===== config.mk =====
export PLATFORM = sky130hd
export DESIGN_NAME = amtc_top
export DESIGN_NICKNAME = d
export VERILOG_FILES = /design/src/hdl/amtc_pkg.sv /design/src/hdl/amtc_top.sv /design/src/hdl/amtc_monitor.sv
export VERILOG_INCLUDE_DIRS = /design/src /design/src/hdl
export SDC_FILE = /design/constraint.sdc
export NUM_CORES = 1
export LEC_CHECK = 0
export BUFFER_PORTS_ARGS = -buffer_cell sky130_fd_sc_hd__buf_4
export CAP_MARGIN = 10
export CORE_MARGIN = 1.5
export CORE_UTILIZATION = 63
export DETAILED_ROUTE_END_ITERATION = 10
export PLACE_DENSITY_LB_ADDON = 0.08
export SLEW_MARGIN = 10
export SYNTH_ARGS = -nofsm -noshare
export SYNTH_HDL_FRONTEND = slang
export SYNTH_SLANG_ARGS = --single-unit

===== constraint.sdc =====
create_clock -name i_sys_clk -period 9.18 [get_ports i_sys_clk]
set_input_delay 0.918 -clock i_sys_clk [delete_from_list [all_inputs] [get_ports i_sys_clk]]
set_output_delay 0.918 -clock i_sys_clk [all_outputs]
set_load 0.05 [all_outputs]

===== src/hdl/amtc_params.svh =====
// Register offsets, field positions and reset values for the monitor/trigger control block
`ifndef AMTC_PARAMS_SVH
`define AMTC_PARAMS_SVH
`define AMTC_OFF_MON0 8'h00
`define AMTC_OFF_HWTRIG 8'h04
`define AMTC_OFF_MON1 8'h08
`define AMTC_OFF_CMP0 8'h0C
`define AMTC_OFF_CMP1 8'h10
`define AMTC_OFF_DMAEN 8'h14
`define AMTC_OFF_DIVIDER 8'h18
`define AMTC_OFF_IRQ_STAT 8'h1C
`define AMTC_OFF_IRQ_MASK 8'h20
`define AMTC_OFF_RES_BASE 8'h40
`define AMTC_OFF_RES_PRIO 8'h60
`define AMTC_MON_ENABLE_BIT 0
`define AMTC_MON_SEL_LSB 1
`define AMTC_MON_SEL_MSB 4
`define AMTC_MON_DIR_BIT 5
`define AMTC_MON_WMASK 8'h3F
`define AMTC_HW_NORM_EN_BIT 4
`define AMTC_HW_NORM_SRC_BIT 5
`define AMTC_HW_PRIO_EN_BIT 6
`define AMTC_HW_PRIO_SRC_BIT 7
`define AMTC_HW_WMASK 8'hF0
`define AMTC_KEY_LSB 0
`define AMTC_KEY_MSB 1
`define AMTC_KEY_FIRST 2'h2
`define AMTC_KEY_SECOND 2'h1
`define AMTC_RES_LSB 6
`define AMTC_RES_MSB 15
`define AMTC_REG_RESET 8'h00
`endif


===== src/hdl/amtc_pkg.sv =====
// Types shared by the monitor/trigger control block
package amtc_pkg;
   typedef struct packed {
      logic direction;
      logic [3:0] result_select;
      logic enable;
   } amtc_mon_cfg_t;

   typedef struct packed {
      logic valid;
      logic [3:0] index;
      logic [9:0] value;
   } amtc_result_t;

   typedef enum logic [1:0] {
      AMTC_KEY_IDLE,
      AMTC_KEY_ARMED
   } amtc_key_state_t;
endpackage


===== src/hdl/amtc_top.sv =====
// AXI4-Lite control block: two result monitors, hardware start selection, soft reset
`timescale 1ns/1ps
`default_nettype none
`include "amtc_params.svh"
// Summary of operation
// - Monitor 0 compares and interrupts only while its enable bit is set.
// - Monitor 0 fires on result below compare value at direction 0, above it at direction 1.
// - Monitor 0 select codes 0000-0111 watch normal results 0-7, 1xxx the priority result.
// - Monitor 1 compares and interrupts only while its enable bit is set.
// - Monitor 1 fires on result below compare value at direction 0, above it at direction 1.
// - Monitor 1 select codes 0000-0111 watch normal results 0-7, 1xxx the priority result.
// - Priority hardware start source is the external trigger at 0, timer match at 1.
// - Priority hardware starts pass only while the priority hardware enable is set.
// - Normal hardware start source is the external trigger at 0, timer match at 1.
// - Normal hardware starts pass only while the normal hardware enable is set.
// - Writing key 10 then key 01 to the reset field performs a converter soft reset.
// - The soft reset clears every register except the clock divider setting.
// - Each result register holds its 10-bit result in bits 15 down to 6.
// - Monitor 0 events also raise a DMA request when its DMA enable is set.
module amtc_top #(
   parameter int NUM_NORMAL = 8,
   parameter int DIV_WIDTH = 3
) (
   input wire logic i_sys_clk,
   input wire logic i_rst,
   input wire logic [7:0] i_awaddr,
   input wire logic i_awvalid,
   output logic o_awready,
   input wire logic [31:0] i_wdata,
   input wire logic [3:0] i_wstrb,
   input wire logic i_wvalid,
   output logic o_wready,
   output logic [1:0] o_bresp,
   output logic o_bvalid,
   input wire logic i_bready,
   input wire logic [7:0] i_araddr,
   input wire logic i_arvalid,
   output logic o_arready,
   output logic [31:0] o_rdata,
   output logic [1:0] o_rresp,
   output logic o_rvalid,
   input wire logic i_rready,
   input wire logic i_ext_trigger,
   input wire logic i_timer_match,
   input wire logic i_result_valid,
   input wire logic [3:0] i_result_index,
   input wire logic [9:0] i_result_value,
   output logic o_normal_hw_start,
   output logic o_priority_hw_start,
   output logic o_mon0_irq,
   output logic o_mon1_irq,
   output logic o_mon0_dma_req,
   output logic o_mon1_dma_req,
   output logic o_irq,
   output logic o_soft_reset,
   output logic [DIV_WIDTH-1:0] o_converter_clock_divider
);
   amtc_pkg::amtc_mon_cfg_t monitor_zero_setup;
   amtc_pkg::amtc_mon_cfg_t monitor_one_setup;
   logic [3:0] hw_trigger_and_soft_reset;
   logic [9:0] cmp0;
   logic [9:0] cmp1;
   logic [1:0] dma_en;
   logic [DIV_WIDTH-1:0] converter_clock_divider;
   logic [1:0] irq_stat;
   logic [1:0] irq_mask;
   logic [9:0] normal_result_reg [NUM_NORMAL];
   logic [9:0] priority_result_reg;
   amtc_pkg::amtc_key_state_t key_state;
   logic soft_rst;
   logic ext_s1, ext_s2, tmr_s1, tmr_s2;
   logic aw_held, w_held;
   logic [7:0] aw_addr;
   logic [31:0] w_data;
   logic [3:0] w_strb;
   logic do_write;
   logic mon0_event, mon1_event;
   amtc_pkg::amtc_result_t store;
   logic [31:0] next_rdata;
   logic next_rresp_err;
   logic wr_ok;

   // Trigger pins come from outside the clock domain
   always_ff @(posedge i_sys_clk or posedge i_rst) begin
      if (i_rst) begin
         ext_s1 <= 1'b0;
         ext_s2 <= 1'b0;
         tmr_s1 <= 1'b0;
         tmr_s2 <= 1'b0;
      end else begin
         ext_s1 <= i_ext_trigger;
         ext_s2 <= ext_s1;
         tmr_s1 <= i_timer_match;
         tmr_s2 <= tmr_s1;
      end
   end

   // Write address and data held until both have arrived
   assign o_awready = !aw_held && !o_bvalid;
   assign o_wready = !w_held && !o_bvalid;
   assign do_write = aw_held && w_held && !o_bvalid;

   always_ff @(posedge i_sys_clk or posedge i_rst) begin
      if (i_rst) begin
         aw_held <= 1'b0;
         w_held <= 1'b0;
         aw_addr <= 8'h00;
         w_data <= 32'h0000_0000;
         w_strb <= 4'h0;
      end else begin
         if (i_awvalid && o_awready) begin
            aw_held <= 1'b1;
            aw_addr <= i_awaddr;
         end else if (do_write) begin
            aw_held <= 1'b0;
         end
         if (i_wvalid && o_wready) begin
            w_held <= 1'b1;
            w_data <= i_wdata;
            w_strb <= i_wstrb;
         end else if (do_write) begin
            w_held <= 1'b0;
         end
      end
   end

   // Mapped write offsets answer OKAY, others SLVERR
   always_comb begin
      if (aw_addr == `AMTC_OFF_MON0 || aw_addr == `AMTC_OFF_HWTRIG || aw_addr == `AMTC_OFF_MON1) begin
         wr_ok = 1'b1;
      end else if (aw_addr == `AMTC_OFF_CMP0 || aw_addr == `AMTC_OFF_CMP1 || aw_addr == `AMTC_OFF_DMAEN) begin
         wr_ok = 1'b1;
      end else if (aw_addr == `AMTC_OFF_DIVIDER || aw_addr == `AMTC_OFF_IRQ_STAT) begin
         wr_ok = 1'b1;
      end else if (aw_addr == `AMTC_OFF_IRQ_MASK) begin
         wr_ok = 1'b1;
      end else begin
         wr_ok = 1'b0;
      end
   end

   // Write response
   always_ff @(posedge i_sys_clk or posedge i_rst) begin
      if (i_rst) begin
         o_bvalid <= 1'b0;
         o_bresp <= 2'h0;
      end else if (do_write) begin
         o_bvalid <= 1'b1;
         o_bresp <= wr_ok ? 2'h0 : 2'h2;
      end else if (o_bvalid && i_bready) begin
         o_bvalid <= 1'b0;
      end
   end

   // Key sequence: 10 arms, 01 as the next key write fires; any other key value disarms, 10 keeps it armed
   always_ff @(posedge i_sys_clk or posedge i_rst) begin
      if (i_rst) begin
         key_state <= amtc_pkg::AMTC_KEY_IDLE;
         soft_rst <= 1'b0;
      end else begin
         soft_rst <= 1'b0;
         if (do_write && aw_addr == `AMTC_OFF_HWTRIG && w_strb[0]) begin
            case (key_state)
               amtc_pkg::AMTC_KEY_IDLE: begin
                  if (w_data[`AMTC_KEY_MSB:`AMTC_KEY_LSB] == `AMTC_KEY_FIRST) begin
                     key_state <= amtc_pkg::AMTC_KEY_ARMED;
                  end
               end
               amtc_pkg::AMTC_KEY_ARMED: begin
                  if (w_data[`AMTC_KEY_MSB:`AMTC_KEY_LSB] == `AMTC_KEY_SECOND) begin
                     soft_rst <= 1'b1;
                     key_state <= amtc_pkg::AMTC_KEY_IDLE;
                  end else if (w_data[`AMTC_KEY_MSB:`AMTC_KEY_LSB] != `AMTC_KEY_FIRST) begin
                     key_state <= amtc_pkg::AMTC_KEY_IDLE;
                  end
               end
               default: begin
                  key_state <= amtc_pkg::AMTC_KEY_IDLE;
               end
            endcase
         end
      end
   end
   assign o_soft_reset = soft_rst;

   // Configuration registers; soft reset clears all but the divider
   always_ff @(posedge i_sys_clk or posedge i_rst) begin
      if (i_rst) begin
         monitor_zero_setup <= '0;
         monitor_one_setup <= '0;
         hw_trigger_and_soft_reset <= 4'h0;
         cmp0 <= 10'h000;
         cmp1 <= 10'h000;
         dma_en <= 2'h0;
         irq_mask <= 2'h0;
      end else if (soft_rst) begin
         monitor_zero_setup <= '0;
         monitor_one_setup <= '0;
         hw_trigger_and_soft_reset <= 4'h0;
         cmp0 <= 10'h000;
         cmp1 <= 10'h000;
         dma_en <= 2'h0;
         irq_mask <= 2'h0;
      end else if (do_write && w_strb[0]) begin
         if (aw_addr == `AMTC_OFF_MON0) begin
            monitor_zero_setup <= w_data[`AMTC_MON_DIR_BIT:`AMTC_MON_ENABLE_BIT];
         end else if (aw_addr == `AMTC_OFF_MON1) begin
            monitor_one_setup <= w_data[`AMTC_MON_DIR_BIT:`AMTC_MON_ENABLE_BIT];
         end else if (aw_addr == `AMTC_OFF_HWTRIG) begin
            hw_trigger_and_soft_reset <= w_data[`AMTC_HW_PRIO_SRC_BIT:`AMTC_HW_NORM_EN_BIT];
         end else if (aw_addr == `AMTC_OFF_DMAEN) begin
            dma_en <= w_data[1:0];
         end else if (aw_addr == `AMTC_OFF_IRQ_MASK) begin
            irq_mask <= w_data[1:0];
         end else if (aw_addr == `AMTC_OFF_CMP0) begin
            cmp0 <= w_strb[1] ? w_data[9:0] : {cmp0[9:8], w_data[7:0]};
         end else if (aw_addr == `AMTC_OFF_CMP1) begin
            cmp1 <= w_strb[1] ? w_data[9:0] : {cmp1[9:8], w_data[7:0]};
         end
      end
   end

   // Divider survives the soft reset on purpose
   always_ff @(posedge i_sys_clk or posedge i_rst) begin
      if (i_rst) begin
         converter_clock_divider <= '0;
      end else if (do_write && w_strb[0] && aw_addr == `AMTC_OFF_DIVIDER) begin
         converter_clock_divider <= w_data[DIV_WIDTH-1:0];
      end
   end
   assign o_converter_clock_divider = converter_clock_divider;

   // Result capture from the converter core, stored left-justified on read
   assign store = '{valid: i_result_valid, index: i_result_index, value: i_result_value};

   always_ff @(posedge i_sys_clk or posedge i_rst) begin
      if (i_rst) begin
         for (int k = 0; k < NUM_NORMAL; k++) begin
            normal_result_reg[k] <= 10'h000;
         end
         priority_result_reg <= 10'h000;
      end else if (soft_rst) begin
         for (int k = 0; k < NUM_NORMAL; k++) begin
            normal_result_reg[k] <= 10'h000;
         end
         priority_result_reg <= 10'h000;
      end else if (i_result_valid) begin
         if (i_result_index[3]) begin
            priority_result_reg <= i_result_value;
         end else if (32'(i_result_index) < NUM_NORMAL) begin
            normal_result_reg[i_result_index[2:0]] <= i_result_value;
         end
      end
   end

   amtc_monitor u_mon0 (
      .i_sys_clk(i_sys_clk),
      .i_rst(i_rst),
      .i_soft_rst(soft_rst),
      .i_cfg(monitor_zero_setup),
      .i_compare(cmp0),
      .i_store(store),
      .o_event(mon0_event)
   );

   amtc_monitor u_mon1 (
      .i_sys_clk(i_sys_clk),
      .i_rst(i_rst),
      .i_soft_rst(soft_rst),
      .i_cfg(monitor_one_setup),
      .i_compare(cmp1),
      .i_store(store),
      .o_event(mon1_event)
   );

   assign o_mon0_irq = mon0_event;
   assign o_mon1_irq = mon1_event;
   assign o_mon0_dma_req = mon0_event && dma_en[0];
   assign o_mon1_dma_req = mon1_event && dma_en[1];

   // Sticky status; a new event beats a write-one clear
   always_ff @(posedge i_sys_clk or posedge i_rst) begin
      if (i_rst) begin
         irq_stat <= 2'h0;
      end else if (soft_rst) begin
         irq_stat <= 2'h0;
      end else begin
         for (int k = 0; k < 2; k++) begin
            if ((k == 0) ? mon0_event : mon1_event) begin
               irq_stat[k] <= 1'b1;
            end else if (do_write && w_strb[0] && aw_addr == `AMTC_OFF_IRQ_STAT && w_data[k]) begin
               irq_stat[k] <= 1'b0;
            end
         end
      end
   end

   always_ff @(posedge i_sys_clk or posedge i_rst) begin
      if (i_rst) begin
         o_irq <= 1'b0;
      end else begin
         o_irq <= |(irq_stat & irq_mask);
      end
   end

   // Hardware start gating; conflicts are software's to avoid
   always_ff @(posedge i_sys_clk or posedge i_rst) begin
      if (i_rst) begin
         o_normal_hw_start <= 1'b0;
         o_priority_hw_start <= 1'b0;
      end else begin
         o_priority_hw_start <= hw_trigger_and_soft_reset[`AMTC_HW_PRIO_EN_BIT-`AMTC_HW_NORM_EN_BIT] &&
            (hw_trigger_and_soft_reset[`AMTC_HW_PRIO_SRC_BIT-`AMTC_HW_NORM_EN_BIT] ? tmr_s2 : ext_s2);
         o_normal_hw_start <= hw_trigger_and_soft_reset[0] &&
            (hw_trigger_and_soft_reset[`AMTC_HW_NORM_SRC_BIT-`AMTC_HW_NORM_EN_BIT] ? tmr_s2 : ext_s2);
      end
   end

   // Read mux; key field is write-only and reads zero
   always_comb begin
      next_rdata = 32'h0000_0000;
      next_rresp_err = 1'b0;
      if (i_araddr == `AMTC_OFF_MON0) begin
         next_rdata[`AMTC_MON_DIR_BIT:`AMTC_MON_ENABLE_BIT] = monitor_zero_setup;
      end else if (i_araddr == `AMTC_OFF_HWTRIG) begin
         next_rdata[`AMTC_HW_PRIO_SRC_BIT:`AMTC_HW_NORM_EN_BIT] = hw_trigger_and_soft_reset;
      end else if (i_araddr == `AMTC_OFF_MON1) begin
         next_rdata[`AMTC_MON_DIR_BIT:`AMTC_MON_ENABLE_BIT] = monitor_one_setup;
      end else if (i_araddr == `AMTC_OFF_CMP0) begin
         next_rdata[9:0] = cmp0;
      end else if (i_araddr == `AMTC_OFF_CMP1) begin
         next_rdata[9:0] = cmp1;
      end else if (i_araddr == `AMTC_OFF_DMAEN) begin
         next_rdata[1:0] = dma_en;
      end else if (i_araddr == `AMTC_OFF_DIVIDER) begin
         next_rdata[DIV_WIDTH-1:0] = converter_clock_divider;
      end else if (i_araddr == `AMTC_OFF_IRQ_STAT) begin
         next_rdata[1:0] = irq_stat;
      end else if (i_araddr == `AMTC_OFF_IRQ_MASK) begin
         next_rdata[1:0] = irq_mask;
      end else if (i_araddr == `AMTC_OFF_RES_PRIO) begin
         next_rdata[`AMTC_RES_MSB:`AMTC_RES_LSB] = priority_result_reg;
      end else if (i_araddr >= `AMTC_OFF_RES_BASE && i_araddr < `AMTC_OFF_RES_PRIO && i_araddr[1:0] == 2'h0
                   && 32'(i_araddr[4:2]) < NUM_NORMAL) begin
         next_rdata[`AMTC_RES_MSB:`AMTC_RES_LSB] = normal_result_reg[i_araddr[4:2]];
      end else begin
         next_rresp_err = 1'b1;
      end
   end

   assign o_arready = !o_rvalid;

   always_ff @(posedge i_sys_clk or posedge i_rst) begin
      if (i_rst) begin
         o_rvalid <= 1'b0;
         o_rdata <= 32'h0000_0000;
         o_rresp <= 2'h0;
      end else if (i_arvalid && o_arready) begin
         o_rvalid <= 1'b1;
         o_rdata <= next_rdata;
         o_rresp <= next_rresp_err ? 2'h2 : 2'h0;
      end else if (o_rvalid && i_rready) begin
         o_rvalid <= 1'b0;
      end
   end
endmodule
`default_nettype wire


===== src/hdl/amtc_monitor.sv =====
// One single-threshold compare monitor that watches a selected result register
`timescale 1ns/1ps
`default_nettype none
module amtc_monitor (
   input wire logic i_sys_clk,
   input wire logic i_rst,
   input wire logic i_soft_rst,
   input wire amtc_pkg::amtc_mon_cfg_t i_cfg,
   input wire logic [9:0] i_compare,
   input wire amtc_pkg::amtc_result_t i_store,
   output logic o_event
);
   logic target_hit;
   logic cond;

   // Codes 1xxx watch the priority register, which every store index 1xxx lands in
   always_comb begin
      if (i_cfg.result_select[3]) begin
         target_hit = i_store.index[3];
      end else begin
         target_hit = (i_store.index == i_cfg.result_select);
      end
   end

   // Direction picks below or above; equal never fires
   assign cond = i_cfg.direction ? (i_store.value > i_compare) : (i_store.value < i_compare);

   // Evaluate only on a fresh store into the watched register
   always_ff @(posedge i_sys_clk or posedge i_rst) begin
      if (i_rst) begin
         o_event <= 1'b0;
      end else if (i_soft_rst) begin
         o_event <= 1'b0;
      end else begin
         o_event <= i_cfg.enable && i_store.valid && target_hit && cond;
      end
   end
endmodule
`default_nettype wire


# Word level (Yosys, flattened, before mapping)
# Index checks and enable logic that the tools add are counted.
# W data, S select, Z words.
[word_totals]
ff_bits = 191
in_bits = 76
output_inout_bits = 52
word_cells = 294
[op_classes]
magnitude_cmp = 10
n_eq_ne = 32
muxes = 130
n_bitwise = 3
reduce_logical = 73
[op_table]
columns = ["operator", "n"]
rows = [
  ["$mux W10", 38],
  ["$mux W80", 4],
  ["$bwmux W80", 1],
  ["$mux W6", 11],
  ["$eq A8 B5 Y1 const B", 8],
  ["$mux W2", 23],
  ["$mux W1", 39],
  ["$eq A8 B4 Y1 const B", 4],
  ["$mux W4", 8],
  ["$reduce_bool A2 Y1", 16],
  ["$bmux W10 S3", 1],
  ["$demux W10 S3", 1],
  ["$logic_and A1 B1 Y1", 29],
  ["$gt A10 B10 Y1", 2],
  ["$lt A10 B10 Y1", 2],
  ["$eq A8 B3 Y1 const B", 2],
  ["$eq A8 B6 Y1 const B", 2],
  ["$logic_not A8 Y1", 2],
  ["$ne A2 B2 Y1 const B", 8],
  ["$reduce_and A8 Y1", 2],
  ["$reduce_and A3 Y1", 3],
  ["$reduce_and A9 Y1", 1],
  ["$eq A4 B4 Y1", 2],
  ["$eq A8 B7 Y1 const B", 1],
  ["24 further kinds", 38],
]

# Depth between registers and ports, before layout
[depth]
ltp_word = 20
depth_mapped = 7

# Hierarchy
# A second synthesis with hierarchy kept.
[hier_totals]
hier_cells = 897
area_unflattened_um2 = 9666.8
[modules_own_cells]
columns = ["module", "n_inst", "cells_each", "area_per_inst_um2"]
rows = [
  ["amtc_top", 1, 795, 8888.5],
  ["amtc_monitor", 2, 51, 389.1],
]

# Worst setup path before layout
# OpenSTA, ideal clock, no wires.
[synth_timing]
kind = "input to register"
from = "in i_araddr[2]"
to = "reg o_rdata[10]"
setup_ps = 126
arrival_time_ps = 2371
t_required_ps = 9054
path_slack_ps = 6683
stages = 6
path_buffers = 2
cell_sequence = "buf_2 > buf_4 > mux4_2 > mux2i_1 > nor3_1 > a221o_1"
[synth_between]
elab_chain_cells = 20
[synth_lines]
columns = ["item", "line", "source"]
rows = [
  ["start: declaration", "amtc_top.sv:36", "input wire logic [7:0] i_araddr,"],
  ["branches (longest 19 deep; another with $ge A8 B7 Y1)", "-", ""],
  ["$mux W10 (*)", "amtc_top.sv:323", "if (i_araddr == `AMTC_OFF_MON0) begin"],
  ["end signal: assignment", "amtc_top.sv:360", "o_rdata <= next_rdata;"],
  ["end: declaration", "amtc_top.sv:39", "output logic [31:0] o_rdata,"],
]
# Every way passes the cells marked *. The select of a mux whose other input is x is not followed.
# A chain may end at the register's enable or synchronous reset.

# Worst setup path in the final report
[layout_timing]
from = "in i_araddr[1]"
to = "reg o_rdata[7]"
[layout_between]
elab_chain_cells = 19
[layout_lines]
columns = ["item", "line", "source"]
rows = [
  ["$ge A8 B7 Y1 (no source line) / $lt A8 B7 Y1 (equally long branches)", "-", ""],
  ["$logic_and A1 B1 Y1 (no source line)", "-", ""],
  ["$logic_and A1 B1 Y1", "amtc_top.sv:343", "end else if (i_araddr >= `AMTC_OFF_RES_BASE && i_araddr < `AMTC_OFF_RES_PRIO && i_araddr[1:0] == 2'h0"],
  ["$mux W10", "amtc_top.sv:343", ""],
  ["$mux W10", "amtc_top.sv:341", "end else if (i_araddr == `AMTC_OFF_RES_PRIO) begin"],
  ["$mux W10", "amtc_top.sv:339", "end else if (i_araddr == `AMTC_OFF_IRQ_MASK) begin"],
  ["$mux W10", "amtc_top.sv:337", "end else if (i_araddr == `AMTC_OFF_IRQ_STAT) begin"],
  ["$mux W10", "amtc_top.sv:335", "end else if (i_araddr == `AMTC_OFF_DIVIDER) begin"],
  ["(+3 left out)", "-", ""],
  ["$mux W10", "amtc_top.sv:327", "end else if (i_araddr == `AMTC_OFF_MON1) begin"],
  ["$mux W10", "amtc_top.sv:325", "end else if (i_araddr == `AMTC_OFF_HWTRIG) begin"],
  ["$mux W10", "amtc_top.sv:323", ""],
  ["$mux W4", "amtc_top.sv:331", "end else if (i_araddr == `AMTC_OFF_CMP1) begin"],
  ["$mux W10", "amtc_top.sv:329", "end else if (i_araddr == `AMTC_OFF_CMP0) begin"],
  ["$mux W10", "amtc_top.sv:327", ""],
  ["$mux W4", "amtc_top.sv:325", ""],
  ["$mux W10 (*)", "amtc_top.sv:323", ""],
]
# Mark *: on every way between the ends. The rest lies on a longest branch, timed or not. The select of a mux whose other input is x is not followed.

==> metrics <==
count of buffer and inverter cells on the critical path=1; TritonCTS buffer count=17; Initial DRT Pass Iterations=5; Hold Vio Cnt, Final=0; Synth area leader=dfrtp_1; global-route wire length before repair=39000 microns; CP max stage cell=nor3_2; share of post-route cells with drive strength above 1=19.9%; top cell type's share of synthesized area=48.9%; DRC errors left=0; fin crit share=28.2%; cts repair resizes=0; Syn-to-layout area delta=12.3%; CP cell instances=buf_4 > or4_1 > nor3_2 > nand4b_1 > o2111ai_1 > o221a_2; detailed-route via count=7297; H-tree depth=4; worst stage delay on the critical path=0.65 ns; synth top area cells=dfrtp_1 (49%), mux2i_1 (11%), nor2_1 (4.8%); number of cell rows=45; # Post-CTS Setup Buffers=0; CTS Root Cell=clkbuf_16; Setup CP Type=in2reg; pwr/cell area=226 nW/um^2; Commonest cells post-synth=dfrtp_1 (188), nor2_1 (122), mux2i_1 (106), nand2_1 (76), clkbuf_1 (48); Skew-Pair Late Insertion Delay=0.43 ns; vias in the first global route=7235; Tightest Pin Transition=1.16 ns; post-synthesis sequential area ratio=48.9%; setup violators final=0; Max-slew headroom=22.7%; status=completed; gr usage total=32.0%; # hold bufs at CTS=0; Mapped Area=9630 sq um; CP required=9.55 ns; die footprint=16000 sq um; die height=127 microns; crit-path max FO=13; Clock Skew=0.00636 ns; die width=127 microns; Fmax achieved=0.386 GHz; core area=15100 sq um; Reg clk slew, reported paths=0.07 ns; WP data arrival=2.96 ns; post-DR wirelength/cell=21.1 microns; Slew Limit Fails=0; yosys warns=0; Clock Sinks=188; Unique masters post-synth=61; Peak VDD IR=262 uV; WL final=24500 microns; number of I/O pins=128; CP top delay family=simple AND/OR/NAND/NOR gates; Diodes inserted=0; number of flip-flops in the largest register=80; Setup TNS Final=0 ns; via/cell ratio=6.29; pin count of the biggest net entering global routing=119; flops & latches, synth=188; maximum capacitance violations=0; Gate Count Post-Synth=912; layout net count=1055; GPL Wtd Cong=0.867; Post-synth EDFFs=0; ys flop type=dfrtp_1; top-count cell post-synth=dfrtp_1; fill count=1126; DR iter-0 viols=799; Setup crit end kind=register; number of antenna violations at the first check in global routing=0; total grt overflow=0; clock tree from TritonCTS=done; maximum clock path buffer count=2; Hold Crit Class=reg2reg; Detailed Place HPWL=16400 microns; port buffer count=85; Initial Utilization=63.8%; Syn Area/Cell=10.6 sq um; Synth async-reset ratio=100%; Static Leak=5.15 nW; Worst setup SP type=input port; post-route ant nets=0; Power, Total=0.00244 W; fin crit period=2.59 ns; RSZ-0062 raised after global routing=no
per-stage QoR:
stage                     cells  hold slack (ns)  utilization (%)  cell area (sq um)  setup WS [ns]
final                      1160            0.364             71.7              10800           6.59
after global routing       1160            0.376             71.7              10800           6.53
after CTS                  1159            0.369             71.6              10800           6.62
after detailed placement   1127            0.353             67.8              10200           6.21
after global placement     1127            0.335             67.8              10200           6.18
after floorplan             929            0.331                -               9690           3.15
placed cells by master (no fill, tap or decap), types with 3 or more instances in the layout:
cell type | Yosys | final
nor3_1 | 16 | 16
nand4_1 | 8 | 8
nor3b_1 | 6 | 4
o21ai_0 | 23 | 23
clkbuf_16 | 0 | 17
nand4b_1 | 3 | 3
o21a_1 | 4 | 4
conb_1 | 1 | 18
nor4b_1 | 4 | 3
a32oi_1 | 6 | 6
nor2_1 | 122 | 122
ha_1 | 20 | 20
nor2b_1 | 13 | 13
mux4_2 | 20 | 20
mux2_2 | 32 | 32
or4_1 | 3 | 3
clkinv_2 | 0 | 5
a21oi_1 | 47 | 46
inv_1 | 23 | 22
a221o_1 | 6 | 6
inv_6 | 0 | 5
nand3_1 | 26 | 26
nand2_1 | 76 | 76
nor4_1 | 3 | 3
buf_4 | 19 | 90
xnor2_1 | 4 | 4
nand2b_1 | 11 | 11
o2111ai_1 | 3 | 3
mux2i_1 | 106 | 106
nand3b_1 | 6 | 6
dfrtp_1 | 188 | 187
and2_1 | 8 | 8
a31oi_1 | 5 | 5
layer usage:
layer | GRT usage (%) | vias to the layer above | wire length (microns)
met5 | 0 | - | 0
met4 | 12.0 | 0 | 554
met2 | 47.9 | 337 | 11200
met1 | 46.5 | 3637 | 10500
li1 | - | 3277 | -
met3 | 6.79 | 46 | 2150
cell families (layout without fill, tap and decap cells):
family / Yosys count / count (layout) / synth area share, %
compound gates: 119 / 119 / 7.87
xor+xnor: 6 / 6 / 0.546
other cells: 1 / 18 / 0.0389
simple gates: 317 / 317 / 15.7
buf+inv: 103 / 146 / 4.91
flops: 188 / 188 / 48.9
fa+ha+maj: 20 / 20 / 2.60
mux: 158 / 158 / 19.4
worst reg2reg max path: cells and delay by family (launching register included):
family                 cells  cell delay [ns]
flip-flops                 1             0.65
AND/OR/NAND/NOR            3             0.45
multiplexers               1             0.28
buffers and inverters      1             0.85
area by class of cell:
type / instances / area, sq um / share of cell area, %
multi-input combinational: 638 / 4540 / 41.9
clock buffer: 19 / 453 / 4.19
inverter: 23 / 91.3 / 0.844
timing repair buffer: 91 / 681 / 6.29
tap: 188 / 235 / 2.17
sequential: 188 / 4710 / 43.5
clock inverter: 13 / 114 / 1.05
path summary, 6_finish.rpt:
path	cells after the start	slack, ns	start	end
min reg2reg	0	0.36	ext_s1	ext_s2
max reg2reg	5	6.83	o_soft_reset	u_mon0.o_event
max in group asynchronous	3	6.93	i_rst	o_soft_reset
min	0	0.36	ext_s1	ext_s2
min in group asynchronous	2	0.71	i_rst	normal_result_reg[11]
max	6	6.59	i_araddr[1]	o_rdata[7]
report_power, final:
group / internal (W) / switching, W / total [W]
combinational: 0.000246 / 0.000314 / 0.000561
sequential: 0.000997 / 0.000167 / 0.00116
clock: 0.000390 / 0.000326 / 0.000716
total: 0.00163 / 0.000808 / 0.00244
(Power assumes the default switching activity.)
